[src/pkg/aog_defs.svh]
`ifndef AOG_DEFS_SVH
`define AOG_DEFS_SVH

// ==========================================
// address steps for auto-update addressing
`define AOG_STEP_BYTE    16'h0001
`define AOG_STEP_WORD    16'h0002

// ==========================================
// special function register window
`define AOG_SFR_PAGE     4'hf
`define AOG_SFR_OFF_W    8

// ==========================================
// bit number field widths
`define AOG_BITNUM_BYTE  3
`define AOG_BITNUM_WORD  4

// ==========================================
// reset values
`define AOG_RST_WORD     16'h0000
`define AOG_RST_PHYS     20'h00000

`endif

[src/pkg/aog_pkg.sv]
package aog_pkg;

  // ==========================================
  // addressing modes
  typedef enum logic [2:0] {
    AOG_MODE_NONE   = 3'b000,
    AOG_MODE_REGIND = 3'b001,
    AOG_MODE_AUTO   = 3'b010,
    AOG_MODE_INDEX  = 3'b011,
    AOG_MODE_BASED  = 3'b100,
    AOG_MODE_BASIDX = 3'b101,
    AOG_MODE_SFR    = 3'b110,
    AOG_MODE_DIRECT = 3'b111
  } aog_mode_t;

  // ==========================================
  // bit manipulations
  typedef enum logic [1:0] {
    AOG_BIT_TEST   = 2'b00,
    AOG_BIT_SET    = 2'b01,
    AOG_BIT_CLEAR  = 2'b10,
    AOG_BIT_INVERT = 2'b11
  } aog_bit_op_t;

  // ==========================================
  // registered state of the generator
  typedef struct packed {
    logic        done;
    logic [15:0] ea;
    logic [19:0] sfr_addr;
    logic        is_sfr;
    logic        illegal;
    logic [15:0] idx_new;
    logic        idx_we;
    logic        idx_dst;
    logic [15:0] rep_new;
    logic        rep_we;
    logic        rep_last;
    logic [3:0]  gpr_sel;
    logic [1:0]  sreg_sel;
    logic [3:0]  bit_sel;
    logic        bit_val;
    logic [15:0] bit_result;
  } aog_state_t;

endpackage

[src/verilog/aog_bit_unit.sv]
`timescale 1ns/1ps
`default_nettype none
`include "aog_defs.svh"

module aog_bit_unit
  import aog_pkg::*;
(
  input  wire logic [15:0] operand_i,
  input  wire logic        word_i,
  input  wire logic [3:0]  bit_num_i,
  input  wire aog_bit_op_t bit_op_i,
  output logic      [3:0]  bit_sel_o,
  output logic             bit_val_o,
  output logic      [15:0] result_o
);

  logic [3:0] sel;

  // ==========================================
  // bit number: byte operands use only the low three bits
  always_comb begin
    sel = word_i ? bit_num_i : {1'b0, bit_num_i[`AOG_BITNUM_BYTE-1:0]};
  end

  assign bit_sel_o = sel;
  assign bit_val_o = operand_i[sel];

  // ==========================================
  // only the selected bit may change
  genvar gi;
  generate
    for (gi = 0; gi < 16; gi = gi + 1) begin : g_bit
      // one local bit per slice keeps each process the only writer of its variable
      logic nb;
      always_comb begin
        if (sel == 4'(gi)) begin
          case (bit_op_i)
            AOG_BIT_SET:    nb = 1'b1;
            AOG_BIT_CLEAR:  nb = 1'b0;
            AOG_BIT_INVERT: nb = ~operand_i[gi];
            default:        nb = operand_i[gi];
          endcase
        end else begin
          nb = operand_i[gi];
        end
      end
      assign result_o[gi] = nb;
    end
  endgenerate

endmodule
`default_nettype wire

[src/verilog/aog_top.sv]
// How it works
// - address first, then step one or two
// - direction flag zero increments, one decrements
// - destination block uses dest index, source uses source
// - repeat counter counts block repetitions
// - index mode adds signed displacement to index
// - based mode adds signed displacement to base
// - based-index sums displacement, base and index
// - bit number from immediate or count low byte
// - bit ops touch only the selected bit
// - sfr immediate is unsigned window offset
// - sfr addressing only for bit test clear
// - sfr window upper bits from base select
// - register field plus word bit picks register
// - register indirect uses source, dest or base word
`timescale 1ns/1ps
`default_nettype none
`include "aog_defs.svh"

module aog_top
  import aog_pkg::*;
(
  input  wire logic        clk_i,
  input  wire logic        sys_rst_i,
  input  wire logic        req_i,
  input  wire aog_mode_t   mode_i,
  input  wire logic        word_i,
  input  wire logic        direction_flag_i,
  input  wire logic [15:0] disp_i,
  input  wire logic        disp_wide_i,
  input  wire logic        base_sel_i,
  input  wire logic        index_sel_i,
  input  wire logic [1:0]  mem_sel_i,
  input  wire logic        block_dst_i,
  input  wire logic        block_rep_i,
  input  wire logic [2:0]  reg_field_i,
  input  wire logic [1:0]  sreg_field_i,
  input  wire logic [15:0] source_index_i,
  input  wire logic [15:0] dest_index_i,
  input  wire logic [15:0] base_pointer_i,
  input  wire logic [15:0] base_word_i,
  input  wire logic [15:0] repeat_counter_i,
  input  wire logic [7:0]  count_low_byte_i,
  input  wire logic [7:0]  sfr_base_select_i,
  input  wire logic        bit_test_clear_instr_i,
  input  wire logic        bit_op_en_i,
  input  wire logic [3:0]  bit_imm_i,
  input  wire logic        bit_from_count_i,
  input  wire aog_bit_op_t bit_op_i,
  input  wire logic [15:0] operand_i,
  output logic             done_o,
  output logic      [15:0] ea_o,
  output logic      [19:0] sfr_addr_o,
  output logic             is_sfr_o,
  output logic             illegal_o,
  output logic      [15:0] idx_new_o,
  output logic             idx_we_o,
  output logic             idx_dst_o,
  output logic      [15:0] rep_new_o,
  output logic             rep_we_o,
  output logic             rep_last_o,
  output logic      [3:0]  gpr_sel_o,
  output logic      [1:0]  sreg_sel_o,
  output logic      [3:0]  bit_sel_o,
  output logic             bit_val_o,
  output logic      [15:0] bit_result_o
);

  aog_state_t state_reg;
  aog_state_t state_next;

  logic [15:0] disp_ext;
  logic [15:0] base_val;
  logic [15:0] index_val;
  logic [15:0] regind_val;
  logic [15:0] auto_val;
  logic [15:0] step;
  logic [3:0]  bit_num;
  logic [3:0]  bu_sel;
  logic        bu_val;
  logic [15:0] bu_result;

  // ==========================================
  // operand selection
  always_comb begin
    // short displacement is sign-extended, not zero-filled
    disp_ext   = disp_wide_i ? disp_i : {{8{disp_i[7]}}, disp_i[7:0]};
    base_val   = base_sel_i ? base_word_i : base_pointer_i;
    index_val  = index_sel_i ? dest_index_i : source_index_i;
    auto_val   = block_dst_i ? dest_index_i : source_index_i;
    step       = word_i ? `AOG_STEP_WORD : `AOG_STEP_BYTE;
    bit_num    = bit_from_count_i ? count_low_byte_i[3:0] : bit_imm_i;
    case (mem_sel_i)
      2'b00:   regind_val = source_index_i;
      2'b01:   regind_val = dest_index_i;
      default: regind_val = base_word_i;
    endcase
  end

  // ==========================================
  // bit selection and manipulation
  aog_bit_unit u_bit (
    .operand_i (operand_i),
    .word_i    (word_i),
    .bit_num_i (bit_num),
    .bit_op_i  (bit_op_i),
    .bit_sel_o (bu_sel),
    .bit_val_o (bu_val),
    .result_o  (bu_result)
  );

  // ==========================================
  // next state
  always_comb begin
    state_next      = state_reg;
    state_next.done = 1'b0;
    state_next.idx_we = 1'b0;
    state_next.rep_we = 1'b0;
    if (req_i) begin
      state_next.done     = 1'b1;
      state_next.is_sfr   = 1'b0;
      state_next.illegal  = 1'b0;
      state_next.idx_dst  = 1'b0;
      state_next.rep_last = 1'b0;
      state_next.ea       = `AOG_RST_WORD;
      state_next.sfr_addr = `AOG_RST_PHYS;
      state_next.gpr_sel  = {word_i, reg_field_i};
      state_next.sreg_sel = sreg_field_i;
      case (mode_i)
        AOG_MODE_REGIND: begin
          state_next.ea = regind_val;
        end
        AOG_MODE_AUTO: begin
          // memory sees the old value; the step is for the next element
          state_next.ea      = auto_val;
          state_next.idx_dst = block_dst_i;
          state_next.idx_we  = 1'b1;
          if (direction_flag_i) begin
            state_next.idx_new = auto_val - step;
          end else begin
            state_next.idx_new = auto_val + step;
          end
          if (block_rep_i) begin
            // a zero count is left alone so it never wraps to all ones
            state_next.rep_last = (repeat_counter_i <= 16'h0001);
            if (repeat_counter_i != `AOG_RST_WORD) begin
              state_next.rep_new = repeat_counter_i - 16'h0001;
              state_next.rep_we  = 1'b1;
            end else begin
              state_next.rep_new = repeat_counter_i;
            end
          end
        end
        AOG_MODE_INDEX: begin
          state_next.ea = index_val + disp_ext;
        end
        AOG_MODE_BASED: begin
          state_next.ea = base_val + disp_ext;
        end
        AOG_MODE_BASIDX: begin
          state_next.ea = base_val + index_val + disp_ext;
        end
        AOG_MODE_SFR: begin
          if (bit_test_clear_instr_i) begin
            state_next.is_sfr   = 1'b1;
            state_next.ea       = {`AOG_SFR_PAGE, `AOG_SFR_PAGE, disp_i[7:0]};
            state_next.sfr_addr = {sfr_base_select_i, `AOG_SFR_PAGE, disp_i[7:0]};
          end else begin
            state_next.illegal = 1'b1;
          end
        end
        AOG_MODE_DIRECT: begin
          state_next.ea = disp_i;
        end
        default: begin
          state_next.ea = `AOG_RST_WORD;
        end
      endcase
      if (bit_op_en_i) begin
        state_next.bit_sel    = bu_sel;
        state_next.bit_val    = bu_val;
        state_next.bit_result = bu_result;
      end else begin
        state_next.bit_sel    = 4'h0;
        state_next.bit_val    = 1'b0;
        state_next.bit_result = operand_i;
      end
    end
  end

  // ==========================================
  // state register
  always_ff @(posedge clk_i or posedge sys_rst_i) begin
    if (sys_rst_i) begin
      state_reg <= '0;
    end else begin
      state_reg <= state_next;
    end
  end

  // ==========================================
  // outputs
  assign done_o       = state_reg.done;
  assign ea_o         = state_reg.ea;
  assign sfr_addr_o   = state_reg.sfr_addr;
  assign is_sfr_o     = state_reg.is_sfr;
  assign illegal_o    = state_reg.illegal;
  assign idx_new_o    = state_reg.idx_new;
  assign idx_we_o     = state_reg.idx_we;
  assign idx_dst_o    = state_reg.idx_dst;
  assign rep_new_o    = state_reg.rep_new;
  assign rep_we_o     = state_reg.rep_we;
  assign rep_last_o   = state_reg.rep_last;
  assign gpr_sel_o    = state_reg.gpr_sel;
  assign sreg_sel_o   = state_reg.sreg_sel;
  assign bit_sel_o    = state_reg.bit_sel;
  assign bit_val_o    = state_reg.bit_val;
  assign bit_result_o = state_reg.bit_result;

endmodule
`default_nettype wire
[config.mk]
export PLATFORM = sky130hd
export DESIGN_NAME = aog_top
export DESIGN_NICKNAME = d
export VERILOG_FILES = /design/src/pkg/aog_pkg.sv /design/src/verilog/aog_bit_unit.sv /design/src/verilog/aog_top.sv
export VERILOG_INCLUDE_DIRS = /design/src /design/src/pkg
export SDC_FILE = /design/constraint.sdc
export NUM_CORES = 1
export LEC_CHECK = 0
export BUFFER_PORTS_ARGS = -buffer_cell sky130_fd_sc_hd__buf_4
export CORE_MARGIN = 1
export CORE_UTILIZATION = 55
export CTS_CLUSTER_DIAMETER = 120
export DETAILED_ROUTE_END_ITERATION = 12
export PLACE_DENSITY = 0.89
export SLEW_MARGIN = 20
export SYNTH_ARGS = -nofsm -noshare
export SYNTH_HDL_FRONTEND = slang
export SYNTH_SLANG_ARGS = --single-unit
[constraint.sdc]
create_clock -name clk_i -period 8.4 [get_ports clk_i]
set_clock_uncertainty 0.15 [all_clocks]
set_input_delay 0.84 -clock clk_i [delete_from_list [all_inputs] [get_ports clk_i]]
set_output_delay 0.84 -clock clk_i [all_outputs]
set_load 0.01 [all_outputs]
==> impl_results.html, run 1 <==
<table>
<tr><th>Metric</th><th>Value</th></tr>
<tr><th colspan="2">Finish</th></tr>
<tr><td>Most frequent standard cell in the layout excluding fill and tap cells</td><td>buf_4</td></tr>
<tr><td>Antenna diode count</td><td>0</td></tr>
<tr><td>Area growth from synthesis to layout</td><td>26.87%</td></tr>
<tr><td>Utilization after layout</td><td>0.7111</td></tr>
<tr><td>Ratio of cells with drive above 1 in the final layout</td><td>0.3096</td></tr>
<tr><td>FILL cells</td><td>1169</td></tr>
<tr><td>Leading cell types in the layout, fill and taps excluded</td><td>259 x buf_4, 123 x nand2_1, 98 x dfrtp_1</td></tr>
<tr><td>Design Area, Final</td><td>between 0.01 and 0.015 sq mm</td></tr>
<tr><td>Final net count</td><td>approximately 1400</td></tr>
<tr><th colspan="2">Yosys</th></tr>
<tr><td>Seq/Total Area, Yosys</td><td>0.2889</td></tr>
<tr><td>Area share of the largest cell type after synthesis</td><td>0.2889</td></tr>
<tr><td>Warnings, synthesis</td><td>0</td></tr>
<tr><td>Most area-hungry cell type in the Yosys netlist</td><td>dfrtp_1</td></tr>
<tr><td>Synth area leaders</td><td>dfrtp_1 29%, mux2_2 8.8%, ha_1 7.4%, nand2_1 5.4%, fa_1 4.2%</td></tr>
<tr><td>Most common flop cell mapped by yosys</td><td>dfrtp_1</td></tr>
<tr><td>Post-Syn Instances</td><td>between 900 and 1000</td></tr>
<tr><td>EDFF count, synth</td><td>0</td></tr>
<tr><td>Count of distinct cell types in the synthesized netlist</td><td>75</td></tr>
<tr><td>Mapped cell area</td><td>around 0.0085 sq mm</td></tr>
<tr><td>Number of flip-flops and latches in the synthesized netlist</td><td>98</td></tr>
<tr><td>Mapped Avg Cell Area</td><td>about 9 sq um</td></tr>
<tr><td>Async S/R FF share, synth</td><td>1.000</td></tr>
<tr><td>Mapped Nets</td><td>1165</td></tr>
<tr><th colspan="2">Global routing</th></tr>
<tr><td>Total Routing Usage GR</td><td>0.3438</td></tr>
<tr><td>Overflow left after global routing</td><td>0</td></tr>
<tr><td>Global routing met3 resource utilization</td><td>0.05523</td></tr>
<tr><td>First-pass GRT wire length</td><td>approximately 43000 um</td></tr>
<tr><td>GR met1 Demand/Resource</td><td>0.4333</td></tr>
<tr><td>Layer carrying the most global-route usage</td><td>met2</td></tr>
<tr><td>Number of antenna violations at the first check in global routing</td><td>0</td></tr>
<tr><td>Met2 layer usage reported by global route</td><td>0.5843</td></tr>
<tr><td>Largest net degree at the start of global routing</td><td>56</td></tr>
<tr><td>Via count of the first global-routing pass</td><td>between 8000 and 9000</td></tr>
<tr><th colspan="2">Die</th></tr>
<tr><td>Placement Rows</td><td>45</td></tr>
<tr><td>Die Ht</td><td>between 100 and 150 um</td></tr>
<tr><td>Starting density of the core</td><td>0.5605</td></tr>
<tr><td>Count of boundary I/O pins</td><td>around 260</td></tr>
<tr><td>Die footprint</td><td>about 0.016 sq mm</td></tr>
<tr><td>Placeable Area</td><td>approximately 0.015 sq mm</td></tr>
<tr><td>Die X</td><td>between 100 and 150 um</td></tr>
<tr><th colspan="2">Critical path</th></tr>
<tr><td>Critical path start-end classification</td><td>in2reg</td></tr>
<tr><td>Setup slack of the worst register-to-register path</td><td>a little over 7 ns</td></tr>
<tr><td>Startpoint class of the critical path</td><td>input port</td></tr>
<tr><td>Worst setup EP type</td><td>flop</td></tr>
<tr><td>Required time at the worst-slack endpoint</td><td>8.46 ns</td></tr>
<tr><td>CP arrival</td><td>between 4 and 5 ns</td></tr>
<tr><td>Number of cells traversed by the worst register-to-register path</td><td>6</td></tr>
<tr><td>Largest driver fanout on the critical path</td><td>16</td></tr>
<tr><th colspan="2">Clock network</th></tr>
<tr><td>Clock buffer depth</td><td>2</td></tr>
<tr><td>Number of H-tree branching levels</td><td>3</td></tr>
<tr><td>Insertion delay of the later-clocked pin in the worst-skew pair</td><td>around 0.34 ns</td></tr>
<tr><td>Clk pin slew, worst setup/hold paths</td><td>approximately 0.08 ns</td></tr>
<tr><td>CTS Sinks</td><td>slightly below 100</td></tr>
<tr><td>CTS tree</td><td>done</td></tr>
<tr><td>Root Buffer Master</td><td>clkbuf_16</td></tr>
<tr><td>Total of cells resized after clock tree synthesis</td><td>0</td></tr>
<tr><td>Number of buffers inserted during clock tree synthesis</td><td>9</td></tr>
<tr><td>Quantity of hold-fixing buffers added after cts</td><td>0</td></tr>
<tr><td>Buffers inserted during post-CTS setup optimization</td><td>0</td></tr>
<tr><th colspan="2">Route</th></tr>
<tr><td>Iteration-0 DRC count of the detailed router</td><td>roughly 800</td></tr>
<tr><td>Number of iterations in the first detailed-routing pass</td><td>7</td></tr>
<tr><td>Overall routed net length</td><td>27000 um</td></tr>
<tr><td>Residual DRC</td><td>0</td></tr>
<tr><td>Overall via count from detail_route</td><td>roughly 8700</td></tr>
<tr><td>Vias per std cell</td><td>about 6.4</td></tr>
<tr><td>Wire length per cell after detailed routing</td><td>approximately 20 um</td></tr>
<tr><td>Post-route antenna net violation count</td><td>0</td></tr>
<tr><th colspan="2">Flow run</th></tr>
<tr><td>Max-cap viol count</td><td>0</td></tr>
<tr><th colspan="2">Placement</th></tr>
<tr><td>Cell area after placement</td><td>~0.010 sq mm</td></tr>
<tr><td>Global placer's final weighted congestion</td><td>slightly below 1</td></tr>
<tr><td>Pre-CTS setup slack</td><td>3.598 ns</td></tr>
<tr><td>Detailed-placement wirelength estimate</td><td>roughly 21000 um</td></tr>
<tr><td>Count of input and output buffers</td><td>between 200 and 300</td></tr>
<tr><th colspan="2">STA</th></tr>
<tr><td>Maximum clock frequency</td><td>between 200 and 250 MHz</td></tr>
<tr><td>Setup_tns</td><td>0 ns</td></tr>
<tr><td>Rel. slew slack</td><td>0.3493</td></tr>
<tr><td>Final setup violation count</td><td>0</td></tr>
<tr><td>Slack of the critical path</td><td>~3.9 ns</td></tr>
<tr><td>Number of failing hold endpoints at the final stage</td><td>0</td></tr>
<tr><td>Pin slew with the least headroom to its limit</td><td>approximately 0.97 ns</td></tr>
<tr><td>Final clock period utilization by the worst path</td><td>0.5378</td></tr>
<tr><td>Tmin final</td><td>4.517 ns</td></tr>
<tr><td>Final-report max-slew violation count</td><td>0</td></tr>
<tr><td>Setup repair after global routing missed its margin</td><td>no</td></tr>
<tr><th colspan="2">Power</th></tr>
<tr><td>Total power</td><td>approximately 1.8 mW</td></tr>
<tr><td>Max IR drop VDD</td><td>approximately 110 uV</td></tr>
<tr><td>Power per cell area</td><td>approximately 170 mW/mm^2</td></tr>
<tr><td>Leakage power</td><td>4.974 nW</td></tr>
<tr><th colspan="2">Hold path</th></tr>
<tr><td>Hold Crit Class</td><td>reg2reg</td></tr>
<tr><td>Min-Delay Path Depth</td><td>2</td></tr>
<tr><th colspan="2">Status</th></tr>
<tr><td>Run status</td><td>finished, final reports clean</td></tr>
</table>
[critical path, cell delays in order]
cell and delay (ns):
buf_4 0.27, mux2_2 0.40, fa_1 0.44, ha_1 0.26, fa_1 0.45, a211oi_2 0.30, o21ai_1 0.16, a2111oi_0 0.66
nor2_1 0.13, or4b_1 0.48, nand4_1 0.11, a31oi_1 0.08
[per-layer routing]
metal,part of all wire,wire [um]
met5,0,0
met1,0.39,10530
met2,0.48,12940
met4,0.038,1014
met3,0.093,2505
[where the power goes]
| group | switching [mW] | internal, mW | total (mW) |
|---|---|---|---|
| clock | 0.205 | 0.212 | 0.417 |
| combinational | 0.421 | 0.370 | 0.791 |
| sequential | 0.0403 | 0.540 | 0.580 |
| total | 0.666 | 1.12 | 1.79 |
[cells in the mapped netlist, drive strengths merged, types with 3 or more instances]
cell type and count:
nand2 124, dfrtp 98, o21ai 74, mux2 66
a21oi 58, ha 50, nor2 47, clkbuf 32
mux2i 31, xnor2 29, nand3 25, o2bb2ai 24
inv 23, xor2 20, fa 18, buf 17
o211ai 17, a21o 16, nor3 15, o311ai 14
nor2b 9, a221oi 8, a22o 8, o21a 8
nand2b 7, or3 7, a31oi 6, nand3b 6
a2111oi 5, a211oi 5, a222oi 5, a22oi 5
and2 5, nor3b 5, o21bai 5, o31ai 5
a32oi 4, mux4 4, nand4 4, nor4 4
a211o 3
[cell type report]
type	instances	area, sq um	share of cell area
Multi-Input combinational cell	770	5743	0.5332
Clock inverter	7	81.33	0.007551
Inverter	23	88.84	0.008248
Timing Repair Buffer	259	1944	0.1805
Sequential cell	98	2452	0.2277
Tap cell	188	235.2	0.02184
Clock buffer	9	225.2	0.02091
[final timing paths]
path	start	to
max reg2reg	ea_o[13]$_DFFE_PP0P_	ea_o[13]$_DFFE_PP0P_
max in group asynchronous	sys_rst_i	sfr_addr_o[2]$_DFFE_PP0P_
min in group asynchronous	sys_rst_i	bit_result_o[4]$_DFFE_PP0P_
min	idx_new_o[5]$_DFFE_PP0P_	idx_new_o[5]$_DFFE_PP0P_
min reg2reg	idx_new_o[5]$_DFFE_PP0P_	idx_new_o[5]$_DFFE_PP0P_
max	index_sel_i	ea_o[15]$_DFFE_PP0P_
[state kept, by name (all words and copies together), names as in the netlist]
register	count
gpr_sel_o	4
bit_val_o	1
ea_o	16
idx_dst_o	1
sreg_sel_o	2
bit_result_o	16
idx_new_o	16
done_o	1
idx_we_o	1
rep_new_o	16
illegal_o	1
sfr_addr_o	17
bit_sel_o	4
rep_last_o	1
rep_we_o	1
[per-stage QoR]
step                      hold WS (ns)  instances
after detailed placement        0.3223       1338
after global placement          0.3147       1338
after floorplan                 0.3598        940
after global routing            0.3562       1354
final                           0.3353       1354
after CTS                       0.3388       1354
[logic make-up after synthesis]
| family | Yosys count | share of synthesized area |
|---|---|---|
| buf+inv | 72 | 0.03522 |
| simple gates | 269 | 0.1480 |
| mux | 101 | 0.1347 |
| flops | 98 | 0.2889 |
| compound gates | 283 | 0.2265 |
| fa+ha+maj | 68 | 0.1161 |
| xor+xnor | 49 | 0.05055 |
Power figures use the tool's default switching activity.
==> run 2, diff against run 1 <==
- ABC_AREA: unset -> 1
- CORE_UTILIZATION: 55 -> 49
- PLACE_DENSITY: 0.89 -> 0.83
- clock period: 8.4 -> 3.9 ns (I/O delays scaled with it)
==> run 2 against run 1 <==
  * Non-clock buffer count increased by 2
  * Flip-flop and latch count unchanged
  * Sequential power rose by 110%
  * Setup slack worse by 3.1 ns
  * Largest power group unchanged
==> impl_results.html, run 2 <==
<table>
<tr><th>Metric</th><th>Value</th></tr>
<tr><th colspan="2">Global routing</th></tr>
<tr><td>Largest net degree at the start of global routing</td><td>80 (+43%)</td></tr>
<tr><td>Global routing met3 resource utilization</td><td>0.05850 (+0.003275)</td></tr>
<tr><td>Via count of the first global-routing pass</td><td>9649 (+18%)</td></tr>
<tr><td>First-pass GRT wire length</td><td>49000 um (+15%)</td></tr>
<tr><td>Overflow left after global routing</td><td>0 (unchanged)</td></tr>
<tr><td>Number of antenna violations at the first check in global routing</td><td>0 (unchanged)</td></tr>
<tr><td>GR met1 Demand/Resource</td><td>0.4317 (-0.001608)</td></tr>
<tr><td>Layer carrying the most global-route usage</td><td>met2</td></tr>
<tr><td>Met2 layer usage reported by global route</td><td>0.5012 (-0.08315)</td></tr>
<tr><td>Total Routing Usage GR</td><td>0.3184 (-0.02537)</td></tr>
<tr><th colspan="2">Finish</th></tr>
<tr><td>Most frequent standard cell in the layout excluding fill and tap cells</td><td>nand2_1</td></tr>
<tr><td>Ratio of cells with drive above 1 in the final layout</td><td>0.1829 (-0.1267)</td></tr>
<tr><td>Design Area, Final</td><td>0.01159 sq mm (+7.7%)</td></tr>
<tr><td>Final net count</td><td>1931 (+39%)</td></tr>
<tr><td>Antenna diode count</td><td>0 (unchanged)</td></tr>
<tr><td>Number of standard cells in the final layout excluding fillers</td><td>1940 (+43%)</td></tr>
<tr><td>Leading cell types in the layout, fill and taps excluded</td><td>559 x nand2_1, 261 x buf_4, 177 x inv_1</td></tr>
<tr><td>Area growth from synthesis to layout</td><td>25.37%</td></tr>
<tr><td>Flip-flop count of the largest register, all copies and words added</td><td>17 (unchanged)</td></tr>
<tr><th colspan="2">Critical path</th></tr>
<tr><td>Largest delay share family, worst path</td><td>adder cells</td></tr>
<tr><td>Top cell by count, worst path</td><td>nand2_1</td></tr>
<tr><td>Critical path start-end classification</td><td>in2reg</td></tr>
<tr><td>Required time at the worst-slack endpoint</td><td>4.03 ns (-4.43 ns)</td></tr>
<tr><td>Startpoint class of the critical path</td><td>input port</td></tr>
<tr><td>List of cells traversed by the critical path</td><td>buf_4 -&gt; inv_1 -&gt; or2_2 -&gt; o21ai_0 -&gt; inv_1 -&gt; fa_1 -&gt; ha_1 -&gt; fa_1 -&gt; nand3_1 -&gt; nand2_1 -&gt; nand2_1 -&gt; nand2_1 -&gt; a21oi_1 -&gt; o21ai_0 -&gt; nand2_1 -&gt; inv_1 -&gt; nand2_1 -&gt; nand2_1 -&gt; nand2_1</td></tr>
<tr><td>CP arrival</td><td>3.28 ns (-1.30 ns)</td></tr>
<tr><td>Worst Path Buf+Inv</td><td>4 (+3)</td></tr>
<tr><td>Largest stage delay, worst path</td><td>0.47 ns (-0.19 ns)</td></tr>
<tr><td>Largest driver fanout on the critical path</td><td>18 (+2)</td></tr>
<tr><td>Cell with the largest stage delay on the worst path</td><td>fa_1</td></tr>
<tr><td>Worst setup EP type</td><td>flop</td></tr>
<tr><th colspan="2">Clock network</th></tr>
<tr><td>Quantity of hold-fixing buffers added after cts</td><td>0 (unchanged)</td></tr>
<tr><td>Clk pin slew, worst setup/hold paths</td><td>0.06 ns (-0.02 ns)</td></tr>
<tr><td>Number of buffers inserted during clock tree synthesis</td><td>9 (unchanged)</td></tr>
<tr><td>Total of cells resized after clock tree synthesis</td><td>0 (unchanged)</td></tr>
<tr><td>Root Buffer Master</td><td>clkbuf_16</td></tr>
<tr><td>Insertion delay of the later-clocked pin in the worst-skew pair</td><td>0.34 ns (about the same)</td></tr>
<tr><td>CTS Sinks</td><td>98 (unchanged)</td></tr>
<tr><td>Buffers inserted during post-CTS setup optimization</td><td>0 (unchanged)</td></tr>
<tr><td>CTS tree</td><td>done</td></tr>
<tr><td>Clock buffer depth</td><td>2 (unchanged)</td></tr>
<tr><td>Number of H-tree branching levels</td><td>3 (unchanged)</td></tr>
<tr><th colspan="2">Yosys</th></tr>
<tr><td>Warnings, synthesis</td><td>0 (unchanged)</td></tr>
<tr><td>Mapped Avg Cell Area</td><td>6.258 sq um (-31%)</td></tr>
<tr><td>Cell with the most instances after synthesis</td><td>nand2_1</td></tr>
<tr><td>Post-Syn Instances</td><td>1478 (+57%)</td></tr>
<tr><td>Synth area leaders</td><td>dfrtp_1 27%, nand2_1 23%, inv_1 7.3%, ha_1 6.8%, nand3_1 6.7%</td></tr>
<tr><td>Most common flop cell mapped by yosys</td><td>dfrtp_1</td></tr>
<tr><td>Most area-hungry cell type in the Yosys netlist</td><td>dfrtp_1</td></tr>
<tr><td>Number of flip-flops and latches in the synthesized netlist</td><td>98 (unchanged)</td></tr>
<tr><td>Seq/Total Area, Yosys</td><td>0.2652 (-0.02372)</td></tr>
<tr><td>Mapped cell area</td><td>0.009249 sq mm (+8.9%)</td></tr>
<tr><td>List of most frequent post-synthesis cells</td><td>559 x nand2_1, 179 x inv_1, 124 x nand3_1</td></tr>
<tr><td>Async S/R FF share, synth</td><td>1.000 (unchanged)</td></tr>
<tr><td>Count of distinct cell types in the synthesized netlist</td><td>46 (-39%)</td></tr>
<tr><td>EDFF count, synth</td><td>0 (unchanged)</td></tr>
<tr><td>Mapped Nets</td><td>1703 (+46%)</td></tr>
<tr><td>Area share of the largest cell type after synthesis</td><td>0.2652 (-0.02372)</td></tr>
<tr><th colspan="2">Power</th></tr>
<tr><td>Clock share of power</td><td>0.242 (+0.009)</td></tr>
<tr><td>Max IR drop VDD</td><td>242.2 uV (+130%)</td></tr>
<tr><td>Power per cell area</td><td>339.4 mW/mm^2 (+100%)</td></tr>
<tr><td>Net switching component of the power</td><td>1.503 mW (+130%)</td></tr>
<tr><td>Switching power as a share of total power</td><td>0.3821 (+0.009467)</td></tr>
<tr><td>Sequential group share of total power</td><td>0.315 (-0.009)</td></tr>
<tr><td>Comb power frac</td><td>0.443 (about the same)</td></tr>
<tr><td>Internal Pwr Total</td><td>2.432 mW (+120%)</td></tr>
<tr><td>Total power</td><td>3.935 mW (+120%)</td></tr>
<tr><td>Leakage power</td><td>6.500 nW (+31%)</td></tr>
<tr><th colspan="2">Die</th></tr>
<tr><td>Die X</td><td>139.4 um (+10%)</td></tr>
<tr><td>Placement Rows</td><td>49 (+8.9%)</td></tr>
<tr><td>Die Ht</td><td>139.4 um (+10%)</td></tr>
<tr><td>Count of boundary I/O pins</td><td>259 (unchanged)</td></tr>
<tr><td>Die footprint</td><td>0.01943 sq mm (+22%)</td></tr>
<tr><td>Placeable Area</td><td>0.01821 sq mm (+20%)</td></tr>
<tr><td>Starting density of the core</td><td>0.5079 (-0.05258)</td></tr>
<tr><th colspan="2">STA</th></tr>
<tr><td>Setup_tns</td><td>0 ns (unchanged)</td></tr>
<tr><td>Setup repair after global routing missed its margin</td><td>no</td></tr>
<tr><td>Final clock period utilization by the worst path</td><td>0.8079</td></tr>
<tr><td>Number of failing hold endpoints at the final stage</td><td>0 (unchanged)</td></tr>
<tr><td>Pin slew with the least headroom to its limit</td><td>0.9895 ns (+0.01943 ns)</td></tr>
<tr><td>Tmin final</td><td>3.151 ns</td></tr>
<tr><td>Maximum clock frequency</td><td>between 300 and 400 MHz</td></tr>
<tr><td>Final-report max-slew violation count</td><td>0 (unchanged)</td></tr>
<tr><td>Final setup violation count</td><td>0 (unchanged)</td></tr>
<tr><td>Rel. slew slack</td><td>0.3367 (-0.01255)</td></tr>
<tr><th colspan="2">Placement</th></tr>
<tr><td>Detailed-placement wirelength estimate</td><td>25000 um (+17%)</td></tr>
<tr><td>Count of input and output buffers</td><td>254 (unchanged)</td></tr>
<tr><td>Cell area after placement</td><td>0.01128 sq mm (+7.8%)</td></tr>
<tr><td>Global placer's final weighted congestion</td><td>0.9958 (+1.7%)</td></tr>
<tr><td>Count of placed standard cells including taps</td><td>1924 (+44%)</td></tr>
<tr><th colspan="2">Route</th></tr>
<tr><td>Post-route antenna net violation count</td><td>0 (unchanged)</td></tr>
<tr><td>Wire length per cell after detailed routing</td><td>16.06 um (-19%)</td></tr>
<tr><td>Iteration-0 DRC count of the detailed router</td><td>1156 (+48%)</td></tr>
<tr><td>Residual DRC</td><td>0 (unchanged)</td></tr>
<tr><td>Vias per std cell</td><td>5.469 (-14%)</td></tr>
<tr><td>Overall via count from detail_route</td><td>10609 (+23%)</td></tr>
<tr><td>Overall routed net length</td><td>31150 um (+15%)</td></tr>
<tr><td>Number of iterations in the first detailed-routing pass</td><td>6 (-1)</td></tr>
<tr><th colspan="2">Flow run</th></tr>
<tr><td>Max-cap viol count</td><td>0 (unchanged)</td></tr>
<tr><th colspan="2">Status</th></tr>
<tr><td>Run status</td><td>finished, final reports clean</td></tr>
<tr><th colspan="2">Hold path</th></tr>
<tr><td>Hold Crit Class</td><td>in2reg</td></tr>
</table>
==> run 2: cell families after synthesis <==
kind of cell,Yosys count,share of synthesized area
buffers and inverters,231,0.09970
DFF,98,0.2652
and+or+nand+nor,854,0.3838
AOI/OAI and AO/OA,210,0.1285
xor gates and xnor gates,16,0.01515
muxes,1,0.001082
adders and majority gates,68,0.1066
==> run 2: final timing paths <==
kind | from | endpoint | slack, ns | cells after the start
max | base_sel_i | ea_o[9]$_DFFE_PP0P_ | 0.75 | 19
min | bit_test_clear_instr_i | illegal_o$_DFFE_PP0P_ | 0.1 | 2
max reg2reg | sfr_addr_o[11]$_DFFE_PP0P_ | sfr_addr_o[11]$_DFFE_PP0P_ | 3.01 | 2
min reg2reg | ea_o[0]$_DFFE_PP0P_ | ea_o[0]$_DFFE_PP0P_ | 0.33 | 2
max in group asynchronous | sys_rst_i | ea_o[15]$_DFFE_PP0P_ | 2.65 | 3
min in group asynchronous | sys_rst_i | done_o$_DFF_PP0_ | 0.11 | 2
==> run 2: stage by stage <==
step | setup slack (ns) | hold slack [ns] | util
floorplan | 0.7536 | 0.2714 | -
CTS | 0.7880 | 0.08524 | 0.6368
global route | 0.5080 | 0.1011 | 0.6368
detailed placement | 0.4427 | 0.3162 | 0.6193
global placement | 0.5139 | 0.3092 | 0.6193
finish | 0.7491 | 0.09562 | 0.6368
==> run 2: power by group through the flow <==
stage	combinational [mW]	sequential, mW	clock, mW
after global placement	1.67	1.26	0
after floorplan	0.975	1.32	0
after detailed placement	1.71	1.26	0
final	1.74	1.24	0.952
after CTS	1.72	1.24	0.966
after global routing	1.93	1.26	1.01
==> run 2: cell type report <==
type / instances / area (sq um)
fill: 1712 / 6614
inverter: 187 / 704.4
clock buffer: 10 / 229.0
tap: 229 / 286.5
multi-input combinational: 1149 / 5874
clock inverter: 6 / 88.84
sequential: 98 / 2452
timing repair buffer: 261 / 1959
==> run 2: worst reg2reg max path, delay by kind of cell (launching register included) <==
family / cells / cell delay (ns)
flip-flops: 1 / 0.46
AND/OR/NAND/NOR: 2 / 0.17
==> run 2: per-layer routing <==
layer | part of all wire | routed length, um
met2 | 0.45 | 13870
met4 | 0.040 | 1253
met5 | 0 | 0
met3 | 0.090 | 2809
met1 | 0.42 | 13220
